--- config.mk ---
export PLATFORM = sky130hd
export DESIGN_NAME = trace_trigger_capture
export DESIGN_NICKNAME = d
export VERILOG_FILES = /design/src/rtl/trace_trigger_pkg.sv /design/src/rtl/capture_fifo.sv /design/src/rtl/trigger_mode_eval.sv /design/src/rtl/trace_trigger_capture.sv
export SDC_FILE = /design/constraint.sdc
export NUM_CORES = 1
export LEC_CHECK = 0
export BUFFER_PORTS_ARGS = -buffer_cell sky130_fd_sc_hd__buf_2
export CAP_MARGIN = 5
export CELL_PAD_IN_SITES_DETAIL_PLACEMENT = 0
export CELL_PAD_IN_SITES_GLOBAL_PLACEMENT = 2
export CORE_AREA = 10 10 186 188
export DETAILED_ROUTE_END_ITERATION = 7
export DIE_AREA = 0 0 196 198
export PLACE_DENSITY = 0.58
export SYNTH_ARGS = -nofsm -noshare
export SYNTH_HDL_FRONTEND = slang
export SYNTH_SLANG_ARGS = --single-unit
--- constraint.sdc ---
create_clock -name ref_clk -period 8.35 [get_ports ref_clk]
set_input_delay 0 -clock ref_clk [delete_from_list [all_inputs] [get_ports ref_clk]]
set_output_delay 0 -clock ref_clk [all_outputs]
set_load 0.01 [all_outputs]
--- src/rtl/trace_trigger_pkg.sv ---
/*
  Shared constants for the trace trigger and capture block: widths, trigger
  mode codes, the run-state type and the fixed entry adjustments.
  Assumes a 16-bit core address bus and an 8-bit core data bus.
*/
package trace_trigger_pkg;

    // Bus and buffer geometry.
    localparam int ADDR_W = 16;
    localparam int DATA_W = 8;
    localparam int WORD_W = 16;
    localparam int BUF_DEPTH = 8;
    localparam int MODE_W = 4;
    localparam int COUNT_W = 4;

    // Trigger mode codes.
    localparam logic [MODE_W-1:0] MODE_A_ONLY = 4'h0; // RULE25 RULE27
    localparam logic [MODE_W-1:0] MODE_A_OR_B = 4'h1; // RULE25 RULE27
    localparam logic [MODE_W-1:0] MODE_A_THEN_B = 4'h2;
    localparam logic [MODE_W-1:0] MODE_EVENT_B = 4'h3;
    localparam logic [MODE_W-1:0] MODE_A_THEN_EVENT_B = 4'h4;
    localparam logic [MODE_W-1:0] MODE_A_AND_B = 4'h5;
    localparam logic [MODE_W-1:0] MODE_A_AND_NOT_B = 4'h6;
    localparam logic [MODE_W-1:0] MODE_INSIDE = 4'h7;
    localparam logic [MODE_W-1:0] MODE_OUTSIDE = 4'h8; // RULE27

    // Entry adjustments: branch source offset and event-only upper byte.
    localparam logic [ADDR_W-1:0] COF_BRANCH_OFFSET = 16'h0002;
    localparam logic [7:0] EVENT_HIGH_BYTE = 8'h00;
    localparam logic [COUNT_W-1:0] STORED_FULL = 4'h8;

    // Run sequencer states.
    typedef enum logic [1:0] {
        RUN_IDLE,
        RUN_WAIT,
        RUN_CAPTURE,
        RUN_END
    } run_state_t;

endpackage

--- src/rtl/capture_fifo.sv ---
/*
  Shift-register history buffer with valid/ready on both sides.
  Assumes one clock; the head word and the valid flag are flip-flops.
*/
module capture_fifo #(
    parameter int WIDTH = 16,
    parameter int DEPTH = 8
) (
    // Clock and reset
    input wire logic clk,
    input wire logic resetn,
    // Control
    input wire logic flush,
    input wire logic overwrite,
    // Fill side
    input wire logic inValid,
    input wire logic [WIDTH-1:0] inData,
    output logic inReady,
    // Drain side
    output logic outValid,
    output logic [WIDTH-1:0] outData,
    input wire logic outReady
);
    localparam int CW = $clog2(DEPTH + 1);

    typedef struct packed {
        logic [DEPTH-1:0][WIDTH-1:0] mem;
        logic [CW-1:0] count;
        logic notEmpty;
    } fifo_state_t;

    fifo_state_t s;
    fifo_state_t next_s;
    logic full;
    logic pop;
    logic push;
    logic drop;
    logic [CW-1:0] level;

    // Entry 0 is always the oldest word, so the drain side reads a flop.
    // In overwrite mode a full buffer still accepts, losing its oldest word.
    always_comb begin
        next_s = s;
        full = (s.count == CW'(DEPTH));
        inReady = !full || overwrite;
        pop = s.notEmpty && outReady;
        push = inValid && inReady;
        drop = push && full && !pop; // RULE28
        level = s.count;
        if (pop || drop) begin
            for (int i = 0; i < DEPTH - 1; i++) begin
                next_s.mem[i] = s.mem[i+1];
            end
            level = s.count - CW'(1);
        end
        if (push) begin
            next_s.mem[level] = inData;
            level = level + CW'(1);
        end
        next_s.count = level;
        next_s.notEmpty = (level != '0);
        if (flush) begin
            next_s.count = '0;
            next_s.notEmpty = 1'b0;
        end
    end

    // State register.
    always_ff @(posedge clk or negedge resetn) begin
        if (!resetn) begin
            s <= '0;
        end else begin
            s <= next_s;
        end
    end

    assign outValid = s.notEmpty;
    assign outData = s.mem[0];

endmodule

--- src/rtl/trigger_mode_eval.sv ---
/*
  Combinational trigger-mode evaluator: turns comparator results into flag
  sets, a trigger and a breakpoint hit. Assumes the comparators deliver per
  mode the bound condition for A and B (range modes) or a plain match.
*/
module trigger_mode_eval (
    // Configuration
    input wire logic [trace_trigger_pkg::MODE_W-1:0] mode,
    input wire logic opcodeQualify,
    input wire logic breakTag,
    input wire logic endRun,
    input wire logic aSeen,
    // Comparator results
    input wire logic matchA,
    input wire logic matchB,
    input wire logic opcodeA,
    input wire logic opcodeB,
    // Results
    output logic setA,
    output logic setB,
    output logic trigger,
    output logic breakHit,
    output logic eventOnly
);
    import trace_trigger_pkg::*;

    logic effA;
    logic effB;
    logic fullMode;

    // Opcode qualification applies except in the event-only modes.
    always_comb begin
        eventOnly = (mode == MODE_EVENT_B) || (mode == MODE_A_THEN_EVENT_B);
        fullMode = (mode == MODE_A_AND_B) || (mode == MODE_A_AND_NOT_B);
        effA = (opcodeQualify && !eventOnly) ? opcodeA : matchA; // RULE24
        effB = (opcodeQualify && !eventOnly) ? opcodeB : matchB; // RULE24
        setA = 1'b0;
        setB = 1'b0;
        trigger = 1'b0;
        case (mode)
            MODE_A_ONLY: begin
                setA = effA; // RULE3
                trigger = effA;
            end
            MODE_A_OR_B, MODE_OUTSIDE: begin
                setA = effA; // RULE4 RULE12
                setB = effB;
                trigger = effA || effB;
            end
            MODE_A_THEN_B, MODE_A_THEN_EVENT_B: begin
                setA = effA; // RULE5 RULE7
                setB = effB && aSeen;
                trigger = setB;
            end
            MODE_EVENT_B: begin
                setB = effB; // RULE6
                trigger = effB;
            end
            MODE_A_AND_B, MODE_INSIDE: begin
                setA = effA && effB; // RULE8 RULE11
                setB = setA;
                trigger = setA;
            end
            MODE_A_AND_NOT_B: begin
                setA = effA && !effB; // RULE9
                setB = setA;
                trigger = setA;
            end
            default: begin
                trigger = 1'b0;
            end
        endcase
        // Tagged breaks in end runs of full modes look at comparator A only.
        breakHit = (fullMode && breakTag && endRun) ? effA : trigger; // RULE10
    end

endmodule

--- src/rtl/trace_trigger_capture.sv ---
/*
  Trigger and capture sequencer of the on-chip trace unit. Holds the match
  flags, the armed state and the run sequencer, forms change-of-flow or event
  entries and feeds the eight-word history buffer.
  Assumes all inputs come from logic on ref_clk (core bus, comparators and
  the host's control bits), so none is synchronised.

  // Summary of operation
  // RULE1: Arming clears the A, B and C flags.
  // RULE2: Store flow addresses, or B-match data in event modes.
  // RULE3: A-only mode sets A flag on match.
  // RULE4: A-or-B sets whichever flags matched.
  // RULE5: A-then-B ignores B until A matched.
  // RULE6: Event-only-B sets B flag; always a begin run.
  // RULE7: A-then-event-B: B after A; always begin run.
  // RULE8: A-and-B sets both only on joint match.
  // RULE9: A-and-not-B sets both when A and no B.
  // RULE10: Full modes, tagged end runs: break on A only.
  // RULE11: Inside range sets both when both bounds hold.
  // RULE12: Outside range sets the flag of the met bound.
  // RULE13: End run fills until trigger; optional force break.
  // RULE14: Qualified end run stops at opcode; tag break.
  // RULE15: Begin run starts at trigger; force break when full.
  // RULE16: Host ignores tag when breaks off; qualify matches tag.
  // RULE17: Host avoids tagged breaks in begin runs.
  // RULE18: Eight 16-bit words; event entries upper byte zero.
  // RULE19: Indirect flow change stores current address.
  // RULE20: Taken branch stores previous address minus two.
  // RULE21: Begin run stores nothing before trigger, then eight.
  // RULE22: End runs never event-only; trigger disarms, stops storing.
  // RULE23: Trigger on flow change still stores that entry.
  // RULE24: Opcode qualification waits for executed opcode.
  // RULE25: A-only is code zero, A-or-B code one.
  // RULE26: Armed needs enable and arm; either clear disarms.
  // RULE27: Nine modes encoded zero to eight.
  // RULE28: End runs keep the eight newest entries.
*/
module trace_trigger_capture (
    // Clock and reset
    input wire logic ref_clk,
    input wire logic resetn,
    // Host control bits
    input wire logic traceUnitEnable,
    input wire logic armSet,
    input wire logic armClear,
    input wire logic beginSelect,
    input wire logic opcodeQualifySelect,
    input wire logic coreBreakEnable,
    input wire logic breakTagType,
    input wire logic [trace_trigger_pkg::MODE_W-1:0] triggerMode,
    // Comparator results
    input wire logic cmpMatchA,
    input wire logic cmpMatchB,
    input wire logic cmpMatchC,
    input wire logic cmpOpcodeA,
    input wire logic cmpOpcodeB,
    // Core bus
    input wire logic [trace_trigger_pkg::ADDR_W-1:0] coreAddr,
    input wire logic [trace_trigger_pkg::DATA_W-1:0] coreData,
    input wire logic [1:0] coreCof,
    // Status
    output logic matchAFlag,
    output logic matchBFlag,
    output logic matchCFlag,
    output logic captureArmedFlag,
    // Break requests to the core
    output logic forceBreakReq,
    output logic tagBreakReq,
    // History buffer drain
    output logic bufValid,
    output logic [trace_trigger_pkg::WORD_W-1:0] bufData,
    input wire logic bufReady
);
    import trace_trigger_pkg::*;

    typedef struct packed {
        run_state_t runState;
        logic armBit;
        logic armedFlag;
        logic flagA;
        logic flagB;
        logic flagC;
        logic aSeen;
        logic runEvent;
        logic runEnd;
        logic [COUNT_W-1:0] storedCount;
        logic pendValid;
        logic [WORD_W-1:0] pendData;
        logic [ADDR_W-1:0] prevAddr;
        logic forceBrk;
        logic tagBrk;
    } ctrl_state_t;

    ctrl_state_t s;
    ctrl_state_t next_s;

    logic setA;
    logic setB;
    logic trigger;
    logic breakHit;
    logic eventOnly;
    logic fifoReady;
    logic fifoFlush;
    logic canStore;
    logic storeHit;
    logic armStart;
    logic finish;
    logic [WORD_W-1:0] entry;

    // Mode decode; the run sequencer's aSeen feeds the A-then-B modes.
    trigger_mode_eval u_eval (
        .mode(triggerMode),
        .opcodeQualify(opcodeQualifySelect),
        .breakTag(breakTagType),
        .endRun(s.runState == RUN_END),
        .aSeen(s.aSeen),
        .matchA(cmpMatchA),
        .matchB(cmpMatchB),
        .opcodeA(cmpOpcodeA),
        .opcodeB(cmpOpcodeB),
        .setA(setA),
        .setB(setB),
        .trigger(trigger),
        .breakHit(breakHit),
        .eventOnly(eventOnly)
    );

    // History buffer; end runs overwrite the oldest word instead of stalling.
    // The run type outlives the trigger, so the trigger's own entry still displaces.
    capture_fifo #(
        .WIDTH(WORD_W),
        .DEPTH(BUF_DEPTH)
    ) u_fifo (
        .clk(ref_clk),
        .resetn(resetn),
        .flush(fifoFlush),
        .overwrite(s.runEnd), // RULE28
        .inValid(s.pendValid),
        .inData(s.pendData),
        .inReady(fifoReady),
        .outValid(bufValid),
        .outData(bufData),
        .outReady(bufReady)
    );

    // Whole next-state function. A word waiting in the pending stage blocks
    // a new capture, so a stalled drain loses entries rather than corrupting.
    always_comb begin
        next_s = s;
        next_s.forceBrk = 1'b0;
        next_s.tagBrk = 1'b0;
        next_s.prevAddr = coreAddr;
        fifoFlush = 1'b0;
        storeHit = 1'b0;
        finish = 1'b0;
        canStore = !s.pendValid || fifoReady;
        armStart = (armSet || s.armBit) && traceUnitEnable && !s.armedFlag && !armClear
            && s.runState == RUN_IDLE;
        // Branch source is rebuilt from last cycle's address.
        if (coreCof[1]) begin
            entry = coreAddr; // RULE19
        end else begin
            entry = s.prevAddr - COF_BRANCH_OFFSET; // RULE20
        end
        if (s.runEvent) begin
            entry = {EVENT_HIGH_BYTE, coreData}; // RULE2 RULE18
        end
        if (s.pendValid && fifoReady) begin
            next_s.pendValid = 1'b0;
        end
        if (armClear) begin
            next_s.armBit = 1'b0; // RULE26
        end else if (armSet) begin
            next_s.armBit = 1'b1;
        end
        if (armStart) begin
            // New run: clean flags and buffer, fix the run type.
            next_s.flagA = 1'b0; // RULE1
            next_s.flagB = 1'b0;
            next_s.flagC = 1'b0;
            next_s.aSeen = 1'b0;
            next_s.storedCount = '0;
            next_s.pendValid = 1'b0;
            next_s.runEvent = eventOnly;
            next_s.runEnd = !(beginSelect || eventOnly);
            fifoFlush = 1'b1;
            if (beginSelect || eventOnly) begin
                next_s.runState = RUN_WAIT; // RULE6 RULE7 RULE22
            end else begin
                next_s.runState = RUN_END;
            end
        end else if (!(traceUnitEnable && next_s.armBit)) begin
            // The new arm bit is used so a clear in mid-run leaves the sequencer idle.
            next_s.runState = RUN_IDLE; // RULE26
        end else begin
            // Flags set while running; C is a plain breakpoint comparator.
            next_s.flagA = s.flagA || setA;
            next_s.flagB = s.flagB || setB;
            next_s.flagC = s.flagC || cmpMatchC;
            next_s.aSeen = s.aSeen || setA;
            unique case (s.runState)
                RUN_IDLE: begin
                    storeHit = 1'b0;
                end
                RUN_WAIT: begin
                    // Nothing is stored until the trigger cycle itself.
                    if (trigger) begin
                        next_s.runState = RUN_CAPTURE; // RULE21 RULE15
                        storeHit = s.runEvent ? setB : (coreCof != 2'b00);
                    end
                end
                RUN_CAPTURE: begin
                    storeHit = s.runEvent ? setB : (coreCof != 2'b00); // RULE2
                end
                RUN_END: begin
                    // The triggering flow change is still written.
                    storeHit = (coreCof != 2'b00); // RULE23
                    if (trigger) begin
                        finish = 1'b1; // RULE22
                    end
                    if (breakHit && coreBreakEnable) begin
                        next_s.forceBrk = !breakTagType; // RULE13
                        next_s.tagBrk = breakTagType; // RULE14
                    end
                end
            endcase
            if (storeHit && canStore) begin
                next_s.pendValid = 1'b1;
                next_s.pendData = entry;
                if (s.storedCount != STORED_FULL) begin
                    next_s.storedCount = s.storedCount + COUNT_W'(1);
                end
                if (s.runState != RUN_END && s.storedCount == STORED_FULL - COUNT_W'(1)) begin
                    finish = 1'b1; // RULE21
                    next_s.forceBrk = coreBreakEnable && !breakTagType; // RULE15
                end
            end
            if (finish) begin
                next_s.armBit = 1'b0;
                next_s.runState = RUN_IDLE;
            end
        end
        next_s.armedFlag = next_s.armBit && traceUnitEnable; // RULE26
    end

    // State register; every control bit starts disarmed and clear.
    always_ff @(posedge ref_clk or negedge resetn) begin
        if (!resetn) begin
            s <= '0;
        end else begin
            s <= next_s;
        end
    end

    assign matchAFlag = s.flagA;
    assign matchBFlag = s.flagB;
    assign matchCFlag = s.flagC;
    assign captureArmedFlag = s.armedFlag;
    assign forceBreakReq = s.forceBrk;
    assign tagBreakReq = s.tagBrk;

    // Checks on the sequencer, kept beside the logic they guard.
    property p_arm_clears;
        @(posedge ref_clk) disable iff (!resetn)
        armStart |=> !matchAFlag && !matchBFlag && !matchCFlag;
    endproperty
    a_arm_clears: assert property (p_arm_clears) else $error("flags survive arming"); // RULE1

    property p_event_high;
        @(posedge ref_clk) disable iff (!resetn)
        s.pendValid && s.runEvent |-> s.pendData[15:8] == EVENT_HIGH_BYTE;
    endproperty
    a_event_high: assert property (p_event_high) else $error("event entry upper byte set"); // RULE18

    property p_branch_src;
        @(posedge ref_clk) disable iff (!resetn)
        s.runState == RUN_END && !s.runEvent && coreCof == 2'b01 && canStore && s.armBit
            && traceUnitEnable && !armClear
            |=> s.pendValid && s.pendData == $past(s.prevAddr) - COF_BRANCH_OFFSET;
    endproperty
    a_branch_src: assert property (p_branch_src) else $error("branch source wrong"); // RULE20

    property p_indirect_dst;
        @(posedge ref_clk) disable iff (!resetn)
        s.runState == RUN_END && !s.runEvent && coreCof[1] && canStore && s.armBit
            && traceUnitEnable && !armClear
            |=> s.pendValid && s.pendData == $past(coreAddr);
    endproperty
    a_indirect_dst: assert property (p_indirect_dst) else $error("destination not stored"); // RULE19

    property p_no_pre_store;
        @(posedge ref_clk) disable iff (!resetn)
        s.runState == RUN_WAIT && !trigger && !s.pendValid |=> !s.pendValid;
    endproperty
    a_no_pre_store: assert property (p_no_pre_store) else $error("stored before trigger"); // RULE21

    property p_end_disarm;
        @(posedge ref_clk) disable iff (!resetn)
        s.runState == RUN_END && trigger && traceUnitEnable && s.armBit
            |=> !captureArmedFlag && s.runState == RUN_IDLE;
    endproperty
    a_end_disarm: assert property (p_end_disarm) else $error("end trigger left armed"); // RULE22

    property p_and_lone;
        @(posedge ref_clk) disable iff (!resetn)
        s.runState == RUN_END && triggerMode == MODE_A_AND_B && !opcodeQualifySelect
            && (cmpMatchA != cmpMatchB) && !s.flagA && !s.flagB && !armStart
            |=> !matchAFlag && !matchBFlag;
    endproperty
    a_and_lone: assert property (p_and_lone) else $error("lone match set a flag"); // RULE8

    property p_a_only;
        @(posedge ref_clk) disable iff (!resetn)
        s.runState != RUN_IDLE && triggerMode == MODE_A_ONLY && !opcodeQualifySelect
            && cmpMatchA && traceUnitEnable && s.armBit && !armStart && !armClear
            |=> matchAFlag;
    endproperty
    a_a_only: assert property (p_a_only) else $error("A flag not set"); // RULE3

    property p_begin_full;
        @(posedge ref_clk) disable iff (!resetn)
        s.runState == RUN_CAPTURE && storeHit && canStore && s.storedCount == 4'h7
            && coreBreakEnable && !breakTagType && traceUnitEnable && s.armBit
            |=> forceBreakReq && !captureArmedFlag;
    endproperty
    a_begin_full: assert property (p_begin_full) else $error("no break when full"); // RULE15

    property p_disable;
        @(posedge ref_clk) disable iff (!resetn)
        !traceUnitEnable |=> !captureArmedFlag;
    endproperty
    a_disable: assert property (p_disable) else $error("armed while disabled"); // RULE26

    property p_end_force;
        @(posedge ref_clk) disable iff (!resetn)
        s.runState == RUN_END && trigger && coreBreakEnable && !breakTagType
            && traceUnitEnable && s.armBit && !armStart && !armClear |=> forceBreakReq;
    endproperty
    a_end_force: assert property (p_end_force) else $error("no force break"); // RULE13

    property p_cov_begin_done;
        @(posedge ref_clk) disable iff (!resetn)
        s.runState == RUN_CAPTURE ##1 s.runState == RUN_IDLE;
    endproperty
    c_cov_begin_done: cover property (p_cov_begin_done);

    property p_cov_end_tag;
        @(posedge ref_clk) disable iff (!resetn)
        s.runState == RUN_END ##1 tagBreakReq;
    endproperty
    c_cov_end_tag: cover property (p_cov_end_tag);

    property p_cov_event;
        @(posedge ref_clk) disable iff (!resetn)
        s.runEvent && s.pendValid;
    endproperty
    c_cov_event: cover property (p_cov_event);

endmodule

# --- Word-level counts from Yosys, hierarchy flattened ---
# Index checks and enable logic that the tools add are counted.
totals:
  ff_bits: 182
  latchBits: 0
  ram_bits: 0
  romBits: 0
  memories: 0
classes:
  n_addsub: 4
  n_mul: 0
  n_div: 0
  magnitude_cmp: 2
  eq_ne: 17
  shift: 0
  mux: 51
  n_bitwise: 1
  n_reduce_logical: 57
ops:
  columns: ["operator", "n"]
  rows:
  - ["112-bit two-way mux", 2]
  - ["128-bit bitwise mux", 1]
  - ["16-bit demux with 3-bit select", 1]
  - ["16-bit two-way mux", 3]
  - ["21-bit two-way mux", 2]
  - ["1-bit logical AND", 21]
  - ["1-bit two-way mux", 21]
  - ["4-bit by 3-bit equality test with 1-bit output (second input constant)", 5]
  - ["4-bit two-way mux", 5]
  - ["2-bit two-way mux", 9]
  - ["16-bit by 2-bit subtractor with 16-bit output (second input constant)", 1]
  - ["1-bit logical OR", 12]
  - ["5-bit two-way mux", 2]
  - ["1-bit logical NOT", 9]
  - ["4-bit by 1-bit adder with 4-bit output (second input constant)", 2]
  - ["4-bit by 2-bit equality test with 1-bit output (second input constant)", 2]
  - ["4-bit equality test (second input constant)", 2]
  - ["1-bit one-hot mux with 4 select lines", 2]
  - ["2-bit nonzero test", 4]
  - ["1-bit one-hot mux with 6 select lines", 1]
  - ["3-bit AND reduction", 2]
  - ["2-bit OR reduction", 3]
  - ["5-bit OR reduction", 1]
  - ["2-bit equality test (second input constant)", 2]
  - ["other kinds (17)", 17]

# --- Depth between registers and ports, before layout ---
logic_depth:
  ltp_word: 21
  depth_mapped: 13

# --- Modules after synthesis ---
# A second synthesis with hierarchy kept.
unflattened:
  hier_cells: 1014
  hier_area_um2: 9735.6
modules_own_cells:
  columns: ["mod", "n_inst", "cells_per_inst", "area_per_inst_um2"]
  rows:
  - ["capture_fifo", 1, 731, 7040.5]
  - ["trace_trigger_capture", 1, 230, 2313.5]
  - ["trigger_mode_eval", 1, 53, 381.6]

# --- Worst setup path after synthesis ---
# No wires, ideal clock.
synth_timing:
  kind: "register to register"
  startpoint: "register u_fifo.s[1] in the netlist's numbering"
  endpoint: "register u_fifo.s[123] in the netlist's numbering"
  arrival_time_ns: 2.790
  required_ns: 8.225
  slack_ns: 5.435
  stages_incl_launch_ff: 14
  n_path_buf: 2
  synth_period_minus_slack_ns: 2.915
  cell_sequence: "dfrtp_1 inv_1 ha_1 and3b_1 a32oi_1 buf_2 nor2_1 a21oi_2 inv_2 and3_1 ha_1 nand2_1 clkbuf_1 mux2_2"
synth_between:
  elab_chain_cells: 13
  elab_cells_between_ends: 15
  classes_between: "add/sub: 1; order compare: 2; eq/ne: 1; mux: 4; reduce/logical: 7"
synth_rtl:
  columns: ["item", "line", "source"]
  rows:
  - ["start: declaration", "capture_fifo.sv:32", "fifo_state_t s;"]
  - ["start signal: assignment", "capture_fifo.sv:73", "s <= next_s;"]
  - ["4-bit equality test", "capture_fifo.sv:44", "full = (s.count == CW'(DEPTH));"]
  - ["1-bit logical NOT", "capture_fifo.sv:45", "inReady = !full || overwrite;"]
  - ["1-bit logical OR", "capture_fifo.sv:45", null]
  - ["1-bit logical AND", "capture_fifo.sv:47", "push = inValid && inReady;"]
  - ["1-bit logical AND (2 in a row)", "capture_fifo.sv:48", "drop = push && full && !pop;"]
  - ["1-bit logical OR", "capture_fifo.sv:50", "if (pop || drop) begin"]
  - ["4-bit two-way mux", "capture_fifo.sv:50", null]
  - ["4-bit by 1-bit greater-or-equal comparator with 1-bit output (not written as such) or 4-bit less-than comparator (tied branches)", "capture_fifo.sv:57", "next_s.mem[level] = inData;"]
  - ["1-bit logical AND (not written as such)", "capture_fifo.sv:57", null]
  - ["16-bit two-way mux (not written as such)", "capture_fifo.sv:57", null]
  - ["16-bit demux with 3-bit select", null, null]
  - ["128-bit bitwise mux", "capture_fifo.sv:57", null]
# Parallel ways exist; a longest one is shown, timed or not.
# A chain may end at the register's enable or synchronous reset.

==> run metrics <==
post-route cell area 10,600 sq um; P_leak 5.18 nW; Max VDD drop between 0.1 and 0.15 mV; dominant synthesized flop cell dfrtp_1; Reg2Reg Setup Slack 4.51 ns; status complete, no violations; first-pass GRT wire length roughly 35,000 um; Worst path max stage delay 0.88 ns; hold_buf cts 33; Worst R2R Path Depth 10; Setup-failing EPs final 0; placer congestion estimate 0.769; Buf/Inv on CP 2; Yosys reg bits approximately 180; postcts setup bufs 0; nets between 900 and 1,000; initial antenna violation count 1; Max Slew Vio Count 0; crit share post-route 46.0%; relative slew slack 21.4%; Starting Density 29.3%; Max-cap violations 0; final WL 20,400 um; floorplan core area 31,100 sq um; Final Hold Vio Count 0; power per cell area 222 nW/um^2; Worst Path Arrival between 4 and 5 ns; crit-path max FO 56; Post-route DRC 0; H-tree depth 4; post-route ant nets 0; Critical R2R Capture u_fifo.s[110]$_DFF_PN0_; Inserted Clock Buffers 17; DP HPWL 14,000 um; worst hold path stage count 4; Post-Syn Area 9100 sq um; clock transition at the registers of the reported paths 0.08 ns; Largest register FFs 116; Achievable Freq between 0.2 and 0.3 GHz; vias in the first global route 6,238; syn nets 925; fin cells about 1,300; Port Buffers 67; Synth Area per Inst between 10 and 15 sq um; Final Core Density about a third; Area Growth Syn to Fin 15.9%; vias per cell ~4.5; Clock Latency Late Sink 0.44 ns; # resized after CTS 0; pre-CTS setup slack 4.43 ns; final hold slack 0.0785 ns; Ports 68; row count 65; Cells after Synth 873; Overflow after GRT 0; largest net degree at the start of global routing 80; Setup TNS Final 0 ns; Slew @ Worst Pin between 1 and 1.5 ns; slowest CP cell nand3_1; Netlist cell types 62; clock sinks 182; Setup Crit Path Kind reg -> reg; DP Area 9620 sq um; Worst setup EP type flip-flop; crit-path cells inv_1 -> ha_1 -> and3b_1 -> a32oi_4 -> buf_4 -> nand2b_2 -> xnor2_4 -> nand3_1 -> nor2_1 -> a21oi_1; vias 6,050; routed length per placed instance 15.3 um; CTS tree yes; startpoint types flip-flop; most flop-heavy register u_fifo.s; total iterations of the first detailed-routing run 4; Die Width 196 um; WHS Endpoint s[40]$_DFFE_PN0P_; Hold Crit Start triggerMode[3]; Antenna diodes 0; yosys warns 0; Final Power about 2.3 mW; Post-synth EDFFs 0; die height slightly below 200 um; Fin Clk Skew 0.0152 ns; clock buffer depth 2; DRT iter0 DRCs 315; root buf cell clkbuf_16; Final min period 3.84 ns; sequential fraction of the synthesis area 50.0%; share of cells above drive strength 1 18.3%; Async S/R FF share, synth 100%; RSZ-0062 raised after global routing false; Final Worst Setup Slack 4.51 ns; HP Class in -> reg; r2r startpoint u_fifo.s[1]$_DFF_PN0_; Total GRT Usage 10.8%; crit-path leading delay family simple AND/OR/NAND/NOR gates; area of the die between 30,000 and 40,000 sq um; Placed Cells 1,269; required time worst endpoint around 8.6 ns
-- cells in the final DEF (no fill, tap or decap), types with 6 or more instances in the layout --
cell type and n:
mux2_2 26, mux2_4 10, a21oi_1 67, buf_2 66
o21ai_1 15, dlygate4sd3_1 33, o21ai_0 65, nor4_1 6
mux2i_1 120, nor2_1 77, nand2_1 96, buf_4 7
ha_1 7, nand3_1 9, dfrtp_1 182, clkbuf_16 17
xor2_1 12, inv_1 14, nor3_1 8
-- routing by layer --
metal	wire, um	GRT usage, %
met5	13	0
met1	11400	16.0
met4	195	2.97
met3	628	2.57
met2	8180	15.2
-- power by group --
group	internal, mW	switching, mW	total (mW)
Sequential	0.968	0.139	1.11
Combinational	0.197	0.223	0.421
Clock	0.426	0.391	0.817
-- cell type report --
type,instances,area [sq um]
Clock buffer,18,429
Sequential cell,182,4550
Tap cell,402,503
Multi-Input combinational cell,596,4110
Inverter,15,56.3
Fill cell,3182,20500
Timing Repair Buffer,108,742
Clock inverter,14,161
-- Yosys cell counts (3+ instances only) --
library cell	count	share of area, %
mux2_2	26	3.2
nor2b_1	5	0.34
xor2_1	12	1.2
nor4_1	7	0.48
nor3_1	8	0.44
a31o_2	3	0.29
nor2_1	77	3.2
ha_1	7	0.96
buf_2	22	1.2
o21ai_1	15	0.82
dfrtp_1	182	50
clkbuf_1	37	1.5
o21ai_0	65	3.6
xnor2_1	5	0.48
nand2b_1	3	0.21
inv_1	14	0.58
a211o_1	3	0.29
nor3_2	5	0.55
nand3_1	9	0.49
nand3b_1	3	0.25
buf_4	18	1.5
a21oi_1	67	3.7
nand2_1	96	4.0
mux2_4	10	1.6
nand4_1	5	0.34
or3_1	4	0.27
mux2i_1	120	13
-- kinds of logic after synthesis --
logic type,after synthesis,share of synthesized area [%]
and+or+nand+nor,240,12.4
muxes,157,18.3
buffers and inverters,95,5.30
AOI/OAI and AO/OA,173,10.9
DFF,182,50.0
xor gates and xnor gates,18,1.94
adders and majority gates,8,1.07
-- worst reg2reg max path, delay by kind of cell, from the launching register on --
kind / cells / cell delay, ns
buffers and inverters: 2 / 0.85
xor gates and xnor gates: 1 / 0.21
AOI/OAI and AO/OA: 2 / 0.30
and+or+nand+nor: 4 / 1.78
adders and majority gates: 1 / 0.20
DFF: 1 / 0.36
-- how the worst max path moves through the flow --
stage,slack [ns],startpoint,end,cells after the start
after floorplan,5.44,u_fifo.s[1]$_DFF_PN0_,u_fifo.s[123]$_DFFE_PN0P_,13
after global placement,4.45,u_fifo.s[1]$_DFF_PN0_,u_fifo.s[110]$_DFF_PN0_,10
after detailed placement,4.43,u_fifo.s[1]$_DFF_PN0_,u_fifo.s[81]$_DFF_PN0_,10
after CTS,4.39,u_fifo.s[1]$_DFF_PN0_,u_fifo.s[82]$_DFF_PN0_,10
after global routing,4.10,u_fifo.s[1]$_DFF_PN0_,u_fifo.s[96]$_DFF_PN0_,10
final,4.51,u_fifo.s[1]$_DFF_PN0_,u_fifo.s[110]$_DFF_PN0_,10
Power figures use the tool's default switching activity.
